===== src/design/tsl_pkg.sv =====
// Constants shared by the touch sensor serial link block.
// Assumes a 25 MHz system clock; link pins arrive asynchronously.
`default_nettype none
package tsl_pkg;
    // ------------------------------------------------------------
    // Timing
    // ------------------------------------------------------------
    localparam int unsigned SYS_CLK_HZ = 25000000;
    localparam int unsigned SCK_MAX_HZ = 1500000;
    localparam int unsigned SCK_PHASE_MIN_NS = 333;
    localparam int unsigned SS_LEAD_MIN_NS = 1000;
    localparam int unsigned GAP_NORMAL_US = 150;
    localparam int unsigned GAP_FAST_US = 50;
    localparam int unsigned WAKE_GAP_US = 150;
    localparam int unsigned RESET_WAIT_MS = 160;
    localparam int unsigned STORE_WAIT_MS = 200;
    localparam int unsigned RESTORE_WAIT_MS = 150;
    localparam int unsigned ERASE_WAIT_MS = 50;
    localparam int unsigned OSC_HZ = 8000000;
    // Least times round up to whole cycles
    localparam int unsigned SS_LEAD_CYC = (SS_LEAD_MIN_NS * (SYS_CLK_HZ / 1000000) + 999) / 1000;
    localparam int unsigned GAP_NORMAL_CYC = GAP_NORMAL_US * (SYS_CLK_HZ / 1000000);
    localparam int unsigned GAP_FAST_CYC = GAP_FAST_US * (SYS_CLK_HZ / 1000000);
    localparam int unsigned WAKE_GAP_CYC = WAKE_GAP_US * (SYS_CLK_HZ / 1000000);
    localparam int unsigned RESET_WAIT_CYC = RESET_WAIT_MS * (SYS_CLK_HZ / 1000);
    localparam int unsigned STORE_WAIT_CYC = STORE_WAIT_MS * (SYS_CLK_HZ / 1000);
    localparam int unsigned RESTORE_WAIT_CYC = RESTORE_WAIT_MS * (SYS_CLK_HZ / 1000);
    localparam int unsigned ERASE_WAIT_CYC = ERASE_WAIT_MS * (SYS_CLK_HZ / 1000);
    localparam int unsigned BUSY_W = 23;
    // ------------------------------------------------------------
    // Wait kinds requested by the command logic
    // ------------------------------------------------------------
    localparam logic [2:0] WAIT_NONE = 3'h0;
    localparam logic [2:0] WAIT_RESET = 3'h1;
    localparam logic [2:0] WAIT_STORE = 3'h2;
    localparam logic [2:0] WAIT_RESTORE = 3'h3;
    localparam logic [2:0] WAIT_ERASE = 3'h4;
    localparam logic [2:0] WAIT_TO_NORMAL = 3'h5;
    localparam logic [7:0] RESET_BYTE = 8'hff;
    localparam logic [1:0] STATE_W_UNUSED = 2'h0;
    typedef enum logic [2:0] {
        TSL_IDLE = 3'b001,
        TSL_SHIFT = 3'b010,
        TSL_GAP = 3'b100
    } tsl_state_t;
endpackage
`default_nettype wire


===== src/design/tsl_busy_timer.sv =====
// Down counter that holds the link busy after a byte or slow command.
// Assumes the load pulse comes from logic on the same clock.
`default_nettype none
module tsl_busy_timer #(
    parameter int unsigned W = 23
) (
    input wire logic sys_clk_i,
    input wire logic rst_i,
    input wire logic load_i,
    input wire logic [W-1:0] count_i,
    output logic busy_o
);
    // Elaboration refuses widths the counter cannot serve
    if (W < 2 || W > 31) begin
        $error("tsl_busy_timer: bad width");
    end
    logic [W-1:0] cnt_q;
    logic [W-1:0] cnt_d;
    logic busy_q;
    logic busy_d;
    always_comb begin
        cnt_d = cnt_q;
        if (load_i) begin
            cnt_d = count_i;
        end else if (cnt_q != '0) begin
            cnt_d = cnt_q - 1'b1;
        end
        busy_d = (cnt_d != '0);
    end
    always_ff @(posedge sys_clk_i) begin
        if (rst_i) begin
            cnt_q <= '0;
            busy_q <= 1'b0;
        end else begin
            cnt_q <= cnt_d;
            busy_q <= busy_d;
        end
    end
    assign busy_o = busy_q;
endmodule
`default_nettype wire


===== src/design/tsl_link.sv =====
// Serial slave link of a touch sensor, as seen inside the sensor.
// Assumes link pins are asynchronous and sampled by sys_clk_i.
// Contract
// - The clock idles high and each side presents its next bit on the falling edge.
// - Each side captures its input bit on the rising edge that ends the period.
// - A sleeping device wakes on select or change-notify low, then the host waits 150 us.
// - Logic is timed from an 8 MHz oscillator with spread spectrum only during bursts; this block counts 25 MHz sys_clk_i cycles instead.
`default_nettype none
module tsl_link (
    input wire logic sys_clk_i,
    input wire logic rst_i,
    input wire logic sck_i,
    input wire logic ss_n_i,
    input wire logic mosi_i,
    input wire logic change_n_i,
    input wire logic fast_mode_i,
    input wire logic sleep_i,
    input wire logic burst_active_i,
    input wire logic [7:0] tx_byte_i,
    input wire logic [2:0] wait_kind_i,
    input wire logic wait_load_i,
    output logic miso_o,
    output logic miso_oe_o,
    output logic [7:0] rx_byte_o,
    output logic rx_valid_o,
    output logic tx_taken_o,
    output logic busy_o,
    output logic awake_o,
    output logic spread_en_o,
    output logic lead_err_o
);
    // ------------------------------------------------------------
    // Input synchronisers
    // ------------------------------------------------------------
    logic [2:0] s1_q, s2_q;
    logic ch1_q, ch2_q;
    logic sck_prev_q;
    always_ff @(posedge sys_clk_i) begin
        if (rst_i) begin
            s1_q <= 3'h7;
            s2_q <= 3'h7;
            ch1_q <= 1'b1;
            ch2_q <= 1'b1;
            sck_prev_q <= 1'b1;
        end else begin
            s1_q <= {sck_i, ss_n_i, mosi_i};
            s2_q <= s1_q;
            ch1_q <= change_n_i;
            ch2_q <= ch1_q;
            sck_prev_q <= s2_q[2];
        end
    end
    logic sck_s, ss_s, mosi_s;
    assign sck_s = s2_q[2];
    assign ss_s = s2_q[1];
    assign mosi_s = s2_q[0];
    logic sck_fall, sck_rise;
    assign sck_fall = sck_prev_q & ~sck_s;
    assign sck_rise = ~sck_prev_q & sck_s;

    // ------------------------------------------------------------
    // Shift engine
    // ------------------------------------------------------------
    tsl_pkg::tsl_state_t st_q, st_d;
    logic [7:0] sh_q, sh_d, tx_q, tx_d, rx_q, rx_d;
    logic [2:0] bit_q, bit_d;
    logic miso_q, miso_d, oe_q, oe_d, rxv_q, rxv_d, tk_q, tk_d;
    logic [4:0] lead_q, lead_d;
    logic lerr_q, lerr_d, awake_q, awake_d, wake_ld;
    logic [tsl_pkg::BUSY_W-1:0] wait_cnt;
    logic tmr_load, busy_w;
    always_comb begin
        st_d = st_q;
        sh_d = sh_q;
        tx_d = tx_q;
        rx_d = rx_q;
        bit_d = bit_q;
        miso_d = miso_q;
        oe_d = ~ss_s;
        rxv_d = 1'b0;
        tk_d = 1'b0;
        lerr_d = lerr_q;
        lead_d = lead_q;
        awake_d = awake_q;
        wake_ld = 1'b0;
        // Wake on either line low, then hold off for the wake gap
        if (!awake_q && (!ss_s || !ch2_q)) begin
            awake_d = 1'b1;
            wake_ld = 1'b1;
        end else if (sleep_i && ss_s) begin
            awake_d = 1'b0;
        end
        if (ss_s) begin
            lead_d = '0;
        end else if (lead_q != 5'h1f) begin
            lead_d = lead_q + 5'h01;
        end
        case (st_q)
            tsl_pkg::TSL_IDLE: begin
                if (!ss_s) begin
                    tx_d = tx_byte_i;
                    tk_d = 1'b1;
                    bit_d = '0;
                    lerr_d = 1'b0;
                    st_d = tsl_pkg::TSL_SHIFT;
                end
            end
            tsl_pkg::TSL_SHIFT: begin
                if (ss_s) begin
                    st_d = tsl_pkg::TSL_IDLE;
                end else if (sck_fall) begin
                    // Lead-time check is only a flag; the host owns the timing
                    if (bit_q == 3'h0 && lead_q < 5'(tsl_pkg::SS_LEAD_CYC)) begin
                        lerr_d = 1'b1;
                    end
                    miso_d = tx_q[7];
                    tx_d = {tx_q[6:0], 1'b0};
                end else if (sck_rise) begin
                    sh_d = {sh_q[6:0], mosi_s};
                    bit_d = bit_q + 3'h1;
                    if (bit_q == 3'h7) begin
                        rx_d = {sh_q[6:0], mosi_s};
                        rxv_d = 1'b1;
                        st_d = tsl_pkg::TSL_GAP;
                    end
                end
            end
            tsl_pkg::TSL_GAP: begin
                // Next byte is loaded only once the gap timer has expired
                if (!busy_w && !tmr_load) begin
                    if (ss_s) begin
                        st_d = tsl_pkg::TSL_IDLE;
                    end else begin
                        tx_d = tx_byte_i;
                        tk_d = 1'b1;
                        st_d = tsl_pkg::TSL_SHIFT;
                    end
                end
            end
            default: st_d = tsl_pkg::TSL_IDLE;
        endcase
    end
    always_ff @(posedge sys_clk_i) begin
        if (rst_i) begin
            st_q <= tsl_pkg::TSL_IDLE;
            sh_q <= 8'h00;
            tx_q <= 8'h00;
            rx_q <= 8'h00;
            bit_q <= 3'h0;
            miso_q <= 1'b1;
            oe_q <= 1'b0;
            rxv_q <= 1'b0;
            tk_q <= 1'b0;
            lead_q <= 5'h00;
            lerr_q <= 1'b0;
            awake_q <= 1'b1;
        end else begin
            st_q <= st_d;
            sh_q <= sh_d;
            tx_q <= tx_d;
            rx_q <= rx_d;
            bit_q <= bit_d;
            miso_q <= miso_d;
            oe_q <= oe_d;
            rxv_q <= rxv_d;
            tk_q <= tk_d;
            lead_q <= lead_d;
            lerr_q <= lerr_d;
            awake_q <= awake_d;
        end
    end

    // ------------------------------------------------------------
    // Gap and command hold-off
    // ------------------------------------------------------------
    function automatic logic [tsl_pkg::BUSY_W-1:0] gap_cycles(input logic [2:0] kind, input logic fast);
        logic [tsl_pkg::BUSY_W-1:0] c;
        c = fast ? tsl_pkg::BUSY_W'(tsl_pkg::GAP_FAST_CYC) : tsl_pkg::BUSY_W'(tsl_pkg::GAP_NORMAL_CYC);
        case (kind)
            tsl_pkg::WAIT_RESET: c = tsl_pkg::BUSY_W'(tsl_pkg::RESET_WAIT_CYC);
            tsl_pkg::WAIT_STORE: c = tsl_pkg::BUSY_W'(tsl_pkg::STORE_WAIT_CYC);
            tsl_pkg::WAIT_RESTORE: c = tsl_pkg::BUSY_W'(tsl_pkg::RESTORE_WAIT_CYC);
            tsl_pkg::WAIT_ERASE: c = tsl_pkg::BUSY_W'(tsl_pkg::ERASE_WAIT_CYC);
            tsl_pkg::WAIT_TO_NORMAL: c = tsl_pkg::BUSY_W'(tsl_pkg::GAP_NORMAL_CYC);
            default: c = c;
        endcase
        return c;
    endfunction
    // Byte end (incl. last setup byte) starts gap; commands may extend it
    assign tmr_load = rxv_q | wait_load_i | wake_ld;
    assign wait_cnt = wake_ld ? tsl_pkg::BUSY_W'(tsl_pkg::WAKE_GAP_CYC)
                              : gap_cycles(wait_load_i ? wait_kind_i : tsl_pkg::WAIT_NONE, fast_mode_i);
    tsl_busy_timer #(
        .W(tsl_pkg::BUSY_W)
    ) u_timer (
        .sys_clk_i(sys_clk_i),
        .rst_i(rst_i),
        .load_i(tmr_load),
        .count_i(wait_cnt),
        .busy_o(busy_w)
    );
    logic busy_q, spr_q;
    always_ff @(posedge sys_clk_i) begin
        if (rst_i) begin
            busy_q <= 1'b0;
            spr_q <= 1'b0;
        end else begin
            busy_q <= busy_w | tmr_load;
            spr_q <= burst_active_i;
        end
    end
    assign miso_o = miso_q;
    assign miso_oe_o = oe_q;
    assign rx_byte_o = rx_q;
    assign rx_valid_o = rxv_q;
    assign tx_taken_o = tk_q;
    assign busy_o = busy_q;
    assign awake_o = awake_q;
    assign spread_en_o = spr_q;
    assign lead_err_o = lerr_q;
endmodule
`default_nettype wire


===== config.mk =====
export PLATFORM = sky130hd
export DESIGN_NAME = tsl_link
export DESIGN_NICKNAME = d
export VERILOG_FILES = /design/src/design/tsl_pkg.sv /design/src/design/tsl_busy_timer.sv /design/src/design/tsl_link.sv
export SDC_FILE = /design/constraint.sdc
export NUM_CORES = 1
export LEC_CHECK = 0
export ABC_AREA = 1
export ABC_CLOCK_PERIOD_IN_PS = 2540
export BUFFER_PORTS_ARGS = -buffer_cell sky130_fd_sc_hd__buf_2
export CORE_MARGIN = 5
export CORE_UTILIZATION = 50
export DETAILED_ROUTE_END_ITERATION = 10
export PLACE_DENSITY_LB_ADDON = 0.3
export SLEW_MARGIN = 20
export SYNTH_ARGS = -nofsm -noshare
export SYNTH_HDL_FRONTEND = slang
export SYNTH_SLANG_ARGS = --single-unit
export TNS_END_PERCENT = 100

===== constraint.sdc =====
create_clock -name sys_clk_i -period 2.54 [get_ports sys_clk_i]
set_clock_uncertainty 0.2 [all_clocks]
set_input_delay 0 -clock sys_clk_i [delete_from_list [all_inputs] [get_ports sys_clk_i]]
set_output_delay 0 -clock sys_clk_i [all_outputs]
set_load 0.02 [all_outputs]

; ---- Word-level counts from Yosys, hierarchy flattened
; Index checks and enable logic that the tools add are counted.
; Widths: inputs -> output; s select.
[classes]
n_addsub = 3
multipliers = 0
div_mod_pow = 0
order_cmp = 1
n_eq_ne = 20
shifts = 0
mux = 34
bitwise = 11
n_reduce_logical = 25
[op_table]
columns = cell, count
row1 = $pmux 23 s5, 1
row2 = $mux 23, 3
row3 = $reduce_bool 23->1, 2
row4 = $mux 3, 11
row5 = $mux 8, 4
row6 = $pmux 8 s3, 1
row7 = $sub 23x1->23 const B, 1
row8 = $reduce_and 5->1, 4
row9 = $ne 2x2->1 const B, 7
row10 = $eq 3x3->1 const B, 4
row11 = $mux 12, 1
row12 = $eq 3x2->1 const B, 3
row13 = $ne 3x3->1 const B, 3
row14 = $pmux 3 s3, 1
row15 = $mux 1, 8
row16 = $reduce_and 4->1, 2
row17 = $eq 3x1->1 const B, 2
row18 = $not 1->1, 6
row19 = $pmux 3 s2, 1
row20 = $add 5x1->5 const B, 1
row21 = $logic_not 1->1, 5
row22 = $lt 5x5->1 const B, 1
row23 = $ne 5x5->1 const B, 1
row24 = $reduce_or 5->1, 1
row25 = other kinds (12), 20
[word_totals]
regBits = 75
latch_bits = 0
ramBits = 0
mem_bits_ro = 0
input_bits = 21
out_inout_bits = 16
elab_cells = 115
n_memories = 0

; ---- Depth between registers and ports, before layout
; Gate-level depths: netlist of run 1.
[depth]
ltp_word = 9
ltp_mapped = 15
mapped_depth_nobuf = 15

; ---- Hierarchy
; Synthesis of run 1 repeated with hierarchy kept, for this count alone.
[unflattened]
hier_cells = 625
area_unflattened_um2 = 4151.5
[modules_own_cells]
columns = mod, n_inst, cells_each, area_each_um2, seq_area_each_um2
row1 = tsl_link, 1, 315, 2307.2, 1021.0
row2 = tsl_busy_timer, 1, 310, 1844.3, 480.5

; ---- Worst setup path before layout of run 1
; Ideal clock, no wire load.
[synth_path]
path_type = flip-flop to flip-flop
start = reg u_timer.cnt_q[0]
end = reg u_timer.busy_q (netlist: u_timer.busy_o)
setup_time_ns = 0.128
arrival_time_ns = 1.554
required_ns = 2.212
path_slack_ns = 0.658
stages_incl_launch_ff = 16
path_buffers = 0
synth_period_minus_slack_ns = 1.882
path_cell_list = dfxtp_1 inv_1 ha_1 nand2_2 nor2_2 nand2_1 nand2_1 nand2_1 nand3_1 nand2_1 nor2_1 nand2_1 nor2_1 nand2_1 nor2_1 nor2_1
[synth_via]
elab_chain_cells = 4
word_cells_on_any_way = 5
cone_classes = add/sub (1) / mux (2) / reduce/logical (2)
[synth_lines]
columns = element, line
row1 = from (decl), tsl_busy_timer.sv:17  ; logic [W-1:0] cnt_q;
row2 = from (signal assigned), tsl_busy_timer.sv:35  ; cnt_q <= cnt_d;
row3 = $sub 23x1->23 / $reduce_bool 23->1 (equally long branches), "tsl_busy_timer.sv:26, tsl_busy_timer.sv:25"
row4 = $mux 23 *, tsl_busy_timer.sv:25  ; end else if (cnt_q != '0) begin
row5 = $mux 23 *, tsl_busy_timer.sv:23  ; if (load_i) begin
row6 = $reduce_bool 23->1 *, tsl_busy_timer.sv:28  ; busy_d = (cnt_d != '0);
row7 = to (signal assigned), tsl_busy_timer.sv:36  ; busy_q <= busy_d;
row8 = to (decl), tsl_busy_timer.sv:19  ; logic busy_q;
; Every way passes the cells marked *; elsewhere a longest branch is shown, timed or not.
; A chain may end at the register's enable or synchronous reset.

; ---- Worst setup path in the final report of run 1
; Ends and elaborated chain as after synthesis.

==> metrics.md, run 1 <==
| Metric | Value |
|---|---|
| Max-slew headroom | 62.0% |
| Post-route ant nets | 0 |
| R2R setup slack | 0.34 ns |
| Final instance area | 4530 um^2 |
| Max clock buf depth | 2 |
| Htree depth | 3 |
| Post-layout min period | 2.20 ns |
| CTS buffer count | 9 |
| DP Area | 4140 um^2 |
| Initial Util | 50.9% |
| Fin Setup TNS | 0 ns |
| Vias/cell | 5.08 |
| Post-place setup slack | 0.367 ns |
| Post-synthesis sequential area ratio | 38.6% |
| Kind of end point of the critical path | register |
| TritonCTS clock tree | yes |
| Synth Instances | 567 |
| Die Area | 9650 um^2 |
| Peak Freq | 454 MHz |
| Die width | 98.2 um |
| Final number of setup-violating endpoints | 0 |
| Crit Path Category | reg -> reg |
| Crit path required time | 2.58 ns |
| FP Rows | 32 |
| Diodes inserted | 0 |
| PD cells | 610 nW/um^2 |
| First-pass GRT wire length | 15,700 um |
| Via count | 3,705 |
| Cell Int Power | 0.00182 W |
| Worst setup path end | u_timer.busy_o |
| Max-cap violation count | 0 |
| Critical Path Start | u_timer.cnt_q[0] |
| Synthesized Nets | 595 |
| Largest net degree at the start of global routing | 31 |
| Netlist Area Pre-Place | 3890 um^2 |
| Clock share of power | 29.3% |
| Routability Congestion | 0.962 |
| WHS | 0.169 ns |
| Cell Chain, Critical Path | inv_1 -> ha_1 -> nand2_2 -> nor2_4 -> nand3_4 -> nand2_1 -> nand2_1 -> a21oi_1 -> nand3_1 -> nor2_1 -> nand2_1 -> nor2_1 -> nor2_1 |
| Die Span Y | 98.2 um |
| Reg2reg path depth | 13 |
| Status | finished clean |
| DR WL/cell | 12.5 um |
| Worst path max stage delay | 0.33 ns |
| # nets final | 652 |
| Worst skew pair latency | 0.36 ns |
| Reg clk slew, reported paths | 0.08 ns |
| Global Route Usage Sum | 19.8% |
| Gate power share | 24.2% |
| Initial antenna violation count | 0 |
| Synth Warn # | 0 |
| Leak Pwr | 2.12 nW |
| Crit path launch type | register |
| Worst Path Arrival | 2.24 ns |
| Fin cells | 730 |
| Layout cells sized above 1 | 15.0% |
| Unrepaired setup endpoints after global routing | no |
| CTS Root Cell | clkbuf_8 |
| Hold Fails Final Rpt | 0 |
| DRT Pass-1 Iters | 4 |
| Vias in the first global route | 3,549 |
| Port Buffers | 36 |
| Total grt overflow | 0 |
| Final Max Slew Viols | 0 |
| Slowest CP cell | dfxtp_1 |
| Worst Max-Slew Pin Slew | 0.570 ns |
| Seq pwr share | 46.5% |
| Fin crit share | 86.7% |
| Critical Path Fanout Max | 22 |
| Core area | 7650 um^2 |
| PnR worst setup slack | 0.338 ns |
| Detailed Place HPWL | 6740 um |
| Worst min path class | in -> reg |
| Reg2reg end | u_timer.busy_o |
| Syn avg cell area | 6.86 um^2 |
| Max VDD drop | 0.000367 V |
| DRC viols | 0 |
| Worst reg2reg startpoint | u_timer.cnt_q[0] |
| IO Pins | 37 |
| Sw Ratio | 34.0% |
| Area delta synth->final | 16.4% |
| Initial DRC count | 172 |
| Switch Pwr | 0.000938 W |
| Number of synthesized register bits | 75 |
| Yosys cell types | 32 |
| Placed cells | 693 |
| Total Wirelength | 9140 um |
| Clock sink total | 75 |
-- cell families after synthesis --
logic type,Yosys count,share of synthesized area [%]
adders and majority gates,7,2.25
DFF,75,38.6
xor gates and xnor gates,6,1.35
AOI/OAI and AO/OA,86,12.7
and+or+nand+nor,309,36.3
buffers and inverters,84,8.81
-- layout make-up --
class,instances,area (um^2)
clock buffer,9,124
inverter,68,255
fill,689,3120
timing repair buffer,62,430
sequential,75,1500
tap,102,128
clock inverter,6,42.5
multi-input combinational,408,2050
-- cells in the final DEF (no fill, tap or decap), types with 6 or more instances in the layout --
| cell type | count |
|---|---|
| nand3_2 | 7 |
| or2_2 | 8 |
| inv_1 | 66 |
| clkbuf_8 | 9 |
| nor2_1 | 95 |
| a211oi_1 | 18 |
| nand3b_1 | 8 |
| a21oi_1 | 33 |
| nor3_1 | 10 |
| dlygate4sd3_1 | 22 |
| o21ai_0 | 29 |
| nand2_1 | 120 |
| dfxtp_1 | 75 |
| nor2_2 | 11 |
| buf_2 | 36 |
| nand3_1 | 29 |
| ha_1 | 7 |
| nand2_2 | 6 |
| nand4_1 | 8 |
-- state kept, by name, summed over array words and instances, names as in the netlist, 3 cells and up --
register and flops:
bit_q 3, lead_q 5, rx_byte_o 8, s1_q 3
s2_q 3, sh_q 7, st_q 3, tx_q 8
u_timer.cnt_q 23
-- how the worst min path moves through the flow --
stage	from	depth (start not counted)	endpoint
final	change_n_i	3	ch1_q
after floorplan	change_n_i	1	ch1_q
after detailed placement	ss_n_i	2	s1_q[1]
after global placement	ss_n_i	2	s1_q[1]
after CTS	change_n_i	3	ch1_q
after global routing	change_n_i	3	ch1_q
-- cells in the mapped netlist --
cell,n,area [um^2]
nand2_1,120,450
nor2_1,95,357
dfxtp_1,75,1500
inv_1,66,248
a21oi_1,33,165
nand3_1,29,145
o21ai_0,29,145
a211oi_1,18,135
nor2_2,11,68.8
nor3_1,10,50.1
clkbuf_1,8,30.0
nand3b_1,8,60.1
nand4_1,8,50.1
or2_2,8,50.1
ha_1,7,87.6
nand3_2,7,70.1
nand2_2,6,37.5
buf_2,4,20.0
nor2_4,4,45.0
xor2_1,4,35.0
a31oi_1,3,18.8
buf_4,2,15.0
buf_6,2,22.5
xnor2_1,2,17.5
a21o_4,1,15.0
clkinv_1,1,3.75
inv_2,1,3.75
nand3_4,1,17.5
nor4_1,1,6.26
o21ai_1,1,5.00
o311ai_0,1,8.76
or2_1,1,6.26
-- power groups by stage --
stage                     logic [W]  registers (W)  clock network (W)
after CTS                  0.000662        0.00128           0.000830
after global routing       0.000760        0.00129           0.000875
final                      0.000669        0.00128           0.000808
after detailed placement   0.000633        0.00131                  0
after floorplan            0.000503        0.00130                  0
after global placement     0.000627        0.00131                  0
-- per-layer routing --
metal  track usage [%]  vias to the layer above  wire, um
met5                 0                        -         0
met4              8.51                        0       228
met3              4.07                       21       478
met2              33.2                       95      4350
met1              24.5                     1648      4080
li1                  -                     1941         -
-- critical path, delay by kind of cell, from the launching register on --
kind	cells	cell delay, ns
AO/OA/AOI/OAI	1	0.16
adder cells (fa/ha/maj)	1	0.21
buffers and inverters	1	0.10
flip-flops	1	0.33
AND/OR/NAND/NOR	10	1.10
-- metrics by stage --
| stage | power [W] | util [%] |
|---|---|---|
| 3_5_place_dp | 0.00194 | 54.2 |
| 5_1_grt | 0.00293 | 59.2 |
| 3_3_place_gp | 0.00194 | 54.2 |
| 6_report | 0.00276 | 59.2 |
| 4_1_cts | 0.00278 | 59.2 |
| 2_1_floorplan | 0.00181 | - |
-- timing repair --
item | 4_1_cts | 5_1_grt
hold endpoints to repair | 33 | 0
resized for setup | 0 | 0
buffers inserted | 0 | 0
hold buffers | 22 | 0
Note: power is estimated with default switching activity, not from simulation.
==> run 2, diff against run 1 <==
--- a/config.mk
+++ b/config.mk
@@ -5,7 +5,7 @@
 export SDC_FILE = /design/constraint.sdc
 export NUM_CORES = 1
 export LEC_CHECK = 0
-export ABC_AREA = 1
+export ABC_AREA = 0
 export ABC_CLOCK_PERIOD_IN_PS = 2540
 export BUFFER_PORTS_ARGS = -buffer_cell sky130_fd_sc_hd__buf_2
 export CORE_MARGIN = 5
==> run 2 against run 1 <==
Compared with the run above: the flow now finishes with violations (negative setup slack); clock power rose by 19%; worst setup slack got worse by 0.41 ns; synthesized area is 4.5% lower; cell area increased by 5.4%.
==> metrics.md, run 2 <==
| Metric | Value |
|---|---|
| Top cells by area, synth | dfxtp_1, nor2_1, nand2_1 |
| Worst skew pair latency | 0.35 ns (about the same) |
| DR WL/cell | 15.1 um (+21%) |
| Routability Congestion | 0.924 (-4.0%) |
| # nets final | 553 (-15%) |
| Crit Path Category | reg -> reg |
| Initial DRC count | 231 (+34%) |
| Slowest CP cell | or4_4 |
| Largest net degree at the start of global routing | 47 (+52%) |
| Levels on crit path | 8 (-5) |
| Core area | 7250 um^2 (-5.2%) |
| Worst Max-Slew Pin Slew | 0.801 ns (+0.231 ns) |
| PnR worst setup slack | -0.0743 ns (-0.413 ns) |
| Global Route Usage Sum | 21.2% (+1.4 points) |
| Synth Instances | 437 (-23%) |
| Most common cell in the netlist | dfxtp_1 |
| Detailed Place HPWL | 6460 um (-4.2%) |
| Via count | 3,575 (-3.5%) |
| Final instance area | 4770 um^2 (+5.4%) |
| Initial Util | 51.2% (+0.35 points) |
| Reg2reg path depth | 8 (-5) |
| Netlist Area Pre-Place | 3720 um^2 (-4.5%) |
| Diodes inserted | 0 (unchanged) |
| Largest register FFs | 23 (unchanged) |
| Hold Fails Final Rpt | 0 (unchanged) |
| Total Wirelength | 9500 um (+3.9%) |
| Initial antenna violation count | 0 (unchanged) |
| Leak Pwr | 1.88 nW (-11%) |
| Worst reg2reg startpoint | u_timer.cnt_q[13] |
| Critical Path Start | u_timer.cnt_q[13] |
| Die width | 96.2 um (-2.0%) |
| Area delta synth->final | 28.5% |
| Failing checks | negative setup slack |
| Crit path required time | 2.56 ns (-0.02 ns) |
| Port Buffers | 36 (unchanged) |
| Worst path max stage delay | 0.52 ns (+0.19 ns) |
| Post-route ant nets | 0 (unchanged) |
| Fin crit share | 103% (+16 points) |
| Post-synth top area share | 40.4% (+1.8 points) |
| Max-cap violation count | 0 (unchanged) |
| CTS Root Cell | clkbuf_8 |
| Post-synth EDFFs | 0 (unchanged) |
| IO Pins | 37 (unchanged) |
| Synth Warn # | 0 (unchanged) |
| Die Area | 9260 um^2 (-4.1%) |
| R2R setup slack | -0.07 ns (-0.41 ns) |
| WHS | 0.0195 ns (-0.149 ns) |
| Total grt overflow | 0 (unchanged) |
| Post-layout min period | 2.61 ns (+0.413 ns) |
| Top FF cell, synth | dfxtp_1 |
| Post-synth ARST share | 0% (unchanged) |
| Most frequent cells in the layout | dfxtp_1, nor2_1, buf_4 |
| Peak Freq | 383 MHz (-16%) |
| Number of synthesized register bits | 75 (unchanged) |
| Largest Register | u_timer.cnt_q |
| FP Rows | 31 (-3.1%) |
| Status | complete, but fails checks |
| Kind of end point of the critical path | register |
| Critical Path Fanout Max | 5 (-77%) |
| Max VDD drop | 0.000371 V (+1.1%) |
| DRC viols | 0 (unchanged) |
| Worst setup path end | u_timer.busy_o |
| Clock sink total | 75 (unchanged) |
| Die Span Y | 96.2 um (-2.0%) |
| Reg2reg end | u_timer.busy_o |
| Vias/cell | 5.68 (+12%) |
| Worst min path class | in -> reg |
| Yosys cell types | 63 (+97%) |
| Vias in the first global route | 3,300 (-7.0%) |
| Dominant cell type by area after synthesis | dfxtp_1 |
| Fill cell count | 612 (-11%) |
| Most frequent cells after synthesis | dfxtp_1, nor2_1, nand2_1, a21oi_1, o21ai_0 |
| Worst Path Arrival | 2.64 ns (+0.40 ns) |
| PD cells | 611 nW/um^2 (+0.11%) |
| Cell Chain, Critical Path | or4_4 -> nor4_4 -> buf_6 -> a21boi_1 -> o211ai_2 -> o2111ai_1 -> nor4_1 -> a41oi_1 |
| First-pass GRT wire length | 15,400 um (-2.4%) |
| DP Area | 4230 um^2 (+2.1%) |
| Unrepaired setup endpoints after global routing | yes |
| Final number of setup-violating endpoints | 1 (+1) |
| Crit path buf inv count | 1 (unchanged) |
| Reg clk slew, reported paths | 0.09 ns (about the same) |
| Final Max Slew Viols | 0 (unchanged) |
| Cell family with most CP delay | simple AND/OR/NAND/NOR gates |
| TritonCTS clock tree | yes |
| Synthesized Nets | 465 (-22%) |
| DRT Pass-1 Iters | 5 (+1) |
| Max-slew headroom | 46.6% (-15 points) |
| CTS buffer count | 9 (unchanged) |
| Max clock buf depth | 2 (unchanged) |
| Htree depth | 3 (unchanged) |
| Post-synthesis sequential area ratio | 40.4% (+1.8 points) |
| Syn avg cell area | 8.50 um^2 (+24%) |
| Commonest non-fill, non-tap cell in the layout | dfxtp_1 |
| Crit path launch type | register |
| Layout cells sized above 1 | 27.4% (+12 points) |
## run 2: changes by cell type in the layout (fill, tap and decap cells not counted), moves of 11 or more
cell      previous run  this run
nor2b_1              0        16
mux2i_1              0        11
inv_1               66        10
a211oi_1            18         2
nor2_2              11         0
buf_4                4        46
nand2_1            120        36
nor2_1              95        50
## run 2: cell families (layout without fill, tap and decap cells)
logic type               after synthesis  in the layout  share of synthesized area, %
flip-flops                            75             75                          40.4
buffers and inverters                 36            129                          4.04
adder cells (fa/ha/maj)                7              7                          2.36
AO/OA/AOI/OAI                         92             92                          17.0
AND/OR/NAND/NOR                      195            195                          28.2
XOR/XNOR                              19             19                          4.48
multiplexers                          13             13                          3.54
## run 2: timing repair
item | 4_1_cts | 5_1_grt
pin swaps | 4 | 7
cloned | 0 | 1
endpoints found under the hold margin | 21 | 0
hold buffers | 18 | 0
setup endpoints to repair | 1 | 3
setup buffers | 3 | 2
gates resized for setup | 13 | 13
## run 2: power by group
group          total [W]  switching, W  internal, W
Sequential       0.00126     0.0000371      0.00122
Clock           0.000962      0.000489     0.000473
Combinational   0.000691      0.000362     0.000328
## run 2: per-stage QoR
| step | setup TNS (ns) | total power [W] | utilization [%] | worst slack, ns | cells |
|---|---|---|---|---|---|
| after floorplan | 0 | 0.00164 | - | 0.0163 | 437 |
| after global placement | -0.0843 | 0.00184 | 58.3 | -0.0843 | 589 |
| after detailed placement | -0.0873 | 0.00185 | 58.3 | -0.0873 | 589 |
| after CTS | 0 | 0.00286 | 64.6 | 0.00586 | 626 |
| after global routing | -0.194 | 0.00305 | 65.8 | -0.142 | 629 |
| final | -0.0743 | 0.00291 | 65.8 | -0.0743 | 629 |
## run 2: metal layers
layer  up-vias  global-route usage [%]  share of wire (%)
met1      1660                    29.0                 44
li1       1738                       -                  -
met2       161                    33.1                 47
met3        16                    4.69                8.0
met4         0                    6.52                1.5
met5         -                       0                  0
## run 2: final cells by class
| class | instances | area [um^2] | area share, % |
|---|---|---|---|
| multi-input combinational | 326 | 2170 | 45.5 |
| inverter | 10 | 37.5 | 0.786 |
| timing repair buffer | 103 | 733 | 15.4 |
| sequential | 75 | 1500 | 31.5 |
| tap | 99 | 124 | 2.60 |
| clock buffer | 9 | 124 | 2.60 |
| clock inverter | 7 | 82.6 | 1.73 |
## run 2: worst min-delay path by stage
stage	startpoint	to	slack (ns)	depth (start not counted)
CTS	wait_kind_i[2]	u_timer.cnt_q[7]	0.008	3
global placement	change_n_i	ch1_q	-0.01	2
global route	wait_kind_i[2]	u_timer.cnt_q[7]	0.04	3
finish	rst_i	sh_q[6]	0.02	2
floorplan	change_n_i	ch1_q	-0.1	1
detailed placement	ss_n_i	s1_q[1]	-0.02	2
==> run 3, diff against run 2 <==
==> constraint.sdc (replaced) <==
create_clock -name sys_clk_i -period 2.54 [get_ports sys_clk_i]
set_clock_uncertainty 0.2 [all_clocks]
set_input_delay 0.127 -clock sys_clk_i [delete_from_list [all_inputs] [get_ports sys_clk_i]]
set_output_delay 0.127 -clock sys_clk_i [all_outputs]
set_load 0.02 [all_outputs]
==> run 3 against run 2 <==
Compared with the run above: the run still ends with negative setup slack left; highest routed layer unchanged; sequential power hardly changed; clock power barely moved; cell area is 0.55% higher.
==> metrics.md, run 3 (synthesis gave the netlist of run 2 again) <==
| Metric | Value |
|---|---|
| PnR worst setup slack | -0.0650 ns (+0.00939 ns) |
| Layout cells sized above 1 | 28.6% (+1.3 points) |
| Status | complete, but fails checks |
| Die Area | 9260 um^2 (unchanged) |
| Die Span Y | 96.2 um (unchanged) |
| Worst path max stage delay | 0.55 ns (+0.03 ns) |
| Most frequent cells in the layout | dfxtp_1, nor2_1, buf_4 |
| Initial DRC count | 267 (+16%) |
| Port Buffers | 36 (unchanged) |
| Area delta synth->final | 29.2% |
| Cell family with most CP delay | simple AND/OR/NAND/NOR gates |
| First-pass GRT wire length | 15,400 um (+0.49%) |
| Final Power | 0.00293 W (+0.67%) |
| Hold Fails Final Rpt | 0 (unchanged) |
| Critical Path Start | u_timer.cnt_q[12] |
| Largest net degree at the start of global routing | 43 (-8.5%) |
| DR WL/cell | 15.1 um (+0.32%) |
| Initial antenna violation count | 0 (unchanged) |
| Worst reg2reg startpoint | u_timer.cnt_q[12] |
| Max clock buf depth | 2 (unchanged) |
| Max-cap violation count | 0 (unchanged) |
| Total Wirelength | 9540 um (+0.48%) |
| Largest register FFs | 23 (unchanged) |
| Core area | 7250 um^2 (unchanged) |
| IO Pins | 37 (unchanged) |
| Worst Max-Slew Pin Slew | 0.600 ns (-0.201 ns) |
| R2R setup slack | -0.06 ns (about the same) |
| Worst min path class | in -> reg |
| Largest Register | u_timer.cnt_q |
| Slowest CP cell | or4_4 |
| Peak Freq | 384 MHz (+0.36%) |
| Total grt overflow | 0 (unchanged) |
| CTS Root Cell | clkbuf_8 |
| Max VDD drop | 0.000333 V (-10%) |
| TritonCTS clock tree | yes |
| Max-slew headroom | 59.4% (+13 points) |
| Worst skew pair latency | 0.36 ns (about the same) |
| Final number of setup-violating endpoints | 2 (+1) |
| Kind of end point of the critical path | register |
| Post-layout min period | 2.60 ns (-0.00939 ns) |
| Crit path required time | 2.56 ns (about the same) |
| Final core utilization | 66.2% (+0.36 points) |
| Crit path launch type | register |
| Post-place setup slack | -0.0947 ns (-0.00737 ns) |
| DRT Pass-1 Iters | 6 (+1) |
| Final Max Slew Viols | 0 (unchanged) |
| Commonest non-fill, non-tap cell in the layout | dfxtp_1 |
| DRC viols | 0 (unchanged) |
| End point of the worst hold path | u_timer.cnt_q[20] |
| Via count | 3,556 (-0.53%) |
| Cell Chain, Critical Path | or4_4 -> nor4_4 -> buf_6 -> buf_4 -> a211oi_1 -> xnor2_1 -> a21o_1 -> and4_1 -> a41oi_1 |
| Vias in the first global route | 3,352 (+1.6%) |
| Htree depth | 3 (unchanged) |
| Vias/cell | 5.64 (-0.69%) |
| Routability Congestion | 0.925 (+0.19%) |
| Initial Util | 51.2% (unchanged) |
| Worst Path Arrival | 2.63 ns (about the same) |
| Fill cell count | 581 (-5.1%) |
| PD cells | 611 nW/um^2 (+0.12%) |
| Reg clk slew, reported paths | 0.08 ns (about the same) |
| Global Route Usage Sum | 21.3% (+0.15 points) |
| FP Rows | 31 (unchanged) |
| Leak Pwr | 1.88 nW (about the same) |
| Unrepaired setup endpoints after global routing | yes |
| Diodes inserted | 0 (unchanged) |
| HP Start | wait_load_i |
| Failing checks | negative setup slack |
| CTS buffer count | 9 (unchanged) |
| Critical Path Fanout Max | 6 (+1) |
| Crit Path Category | reg -> reg |
| Reg2reg end | u_timer.busy_o |
| Clock sink total | 75 (unchanged) |
| Hold depth | 3 (+1) |
| Post-route ant nets | 0 (unchanged) |
| Reg2reg path depth | 9 (+1) |
| Fin crit share | 103% (-0.37 points) |
| # nets final | 554 (+0.18%) |
| Detailed Place HPWL | 6380 um (-1.3%) |
| Die width | 96.2 um (unchanged) |
| Crit path buf inv count | 2 (+1) |
[run 3: worst max-delay path by stage]
stage | end | slack [ns] | depth (start not counted)
final | u_timer.busy_o | -0.06 | 9
after global routing | u_timer.busy_o | -0.12 | 7
after CTS | u_timer.busy_o | 0.005 | 8
after detailed placement | u_timer.busy_o | -0.09 | 11
after global placement | u_timer.busy_o | -0.08 | 8
after floorplan | u_timer.busy_o | 0.02 | 10
[run 3: per-stage QoR]
stage	area [um^2]	setup TNS, ns	hold WS, ns	cells
2_1_floorplan	3720	0	0.0308	437
3_3_place_gp	4220	-0.0764	0.113	588
3_5_place_dp	4220	-0.0947	0.117	588
4_1_cts	4650	0	0.00530	623
5_1_grt	4800	-0.238	0.0770	630
6_report	4800	-0.108	0.0264	630
[run 3: per-layer routing]
metal,wire (um),vias up,global-route usage [%]
met3,594,25,5.16
li1,-,1742,-
met1,4410,1652,28.4
met5,0,-,0
met4,248,0,9.36
met2,4290,137,32.7
[run 3: area by class of cell]
type	instances	area (um^2)	share of cell area (%)
multi-input cells	326	2190	45.6
clock inverters	7	82.6	1.72
repair buffers	104	738	15.4
clock buffers	9	124	2.58
flip-flops and latches	75	1500	31.3
well taps	99	124	2.58
inverters	10	37.5	0.782
[run 3: worst min-delay path: stages]
cell,delay [ns]
buf_2,0.14
nand3_1,0.15
a21oi_1,0.10
[run 3: timing repair]
item                       CTS  global route
pin swaps                    4             9
setup endpoints to repair    2             3
hold buffers                16             0
gates resized for setup     12            21
gates cloned                 0             1
buffers inserted             3             6
hold endpoints to repair    16             0
[run 3: where the power goes]
group	leakage, nW	internal [W]	switching (W)
clock	0.104	0.000472	0.000491
combinational	1.16	0.000343	0.000366
sequential	0.613	0.00123	0.0000370
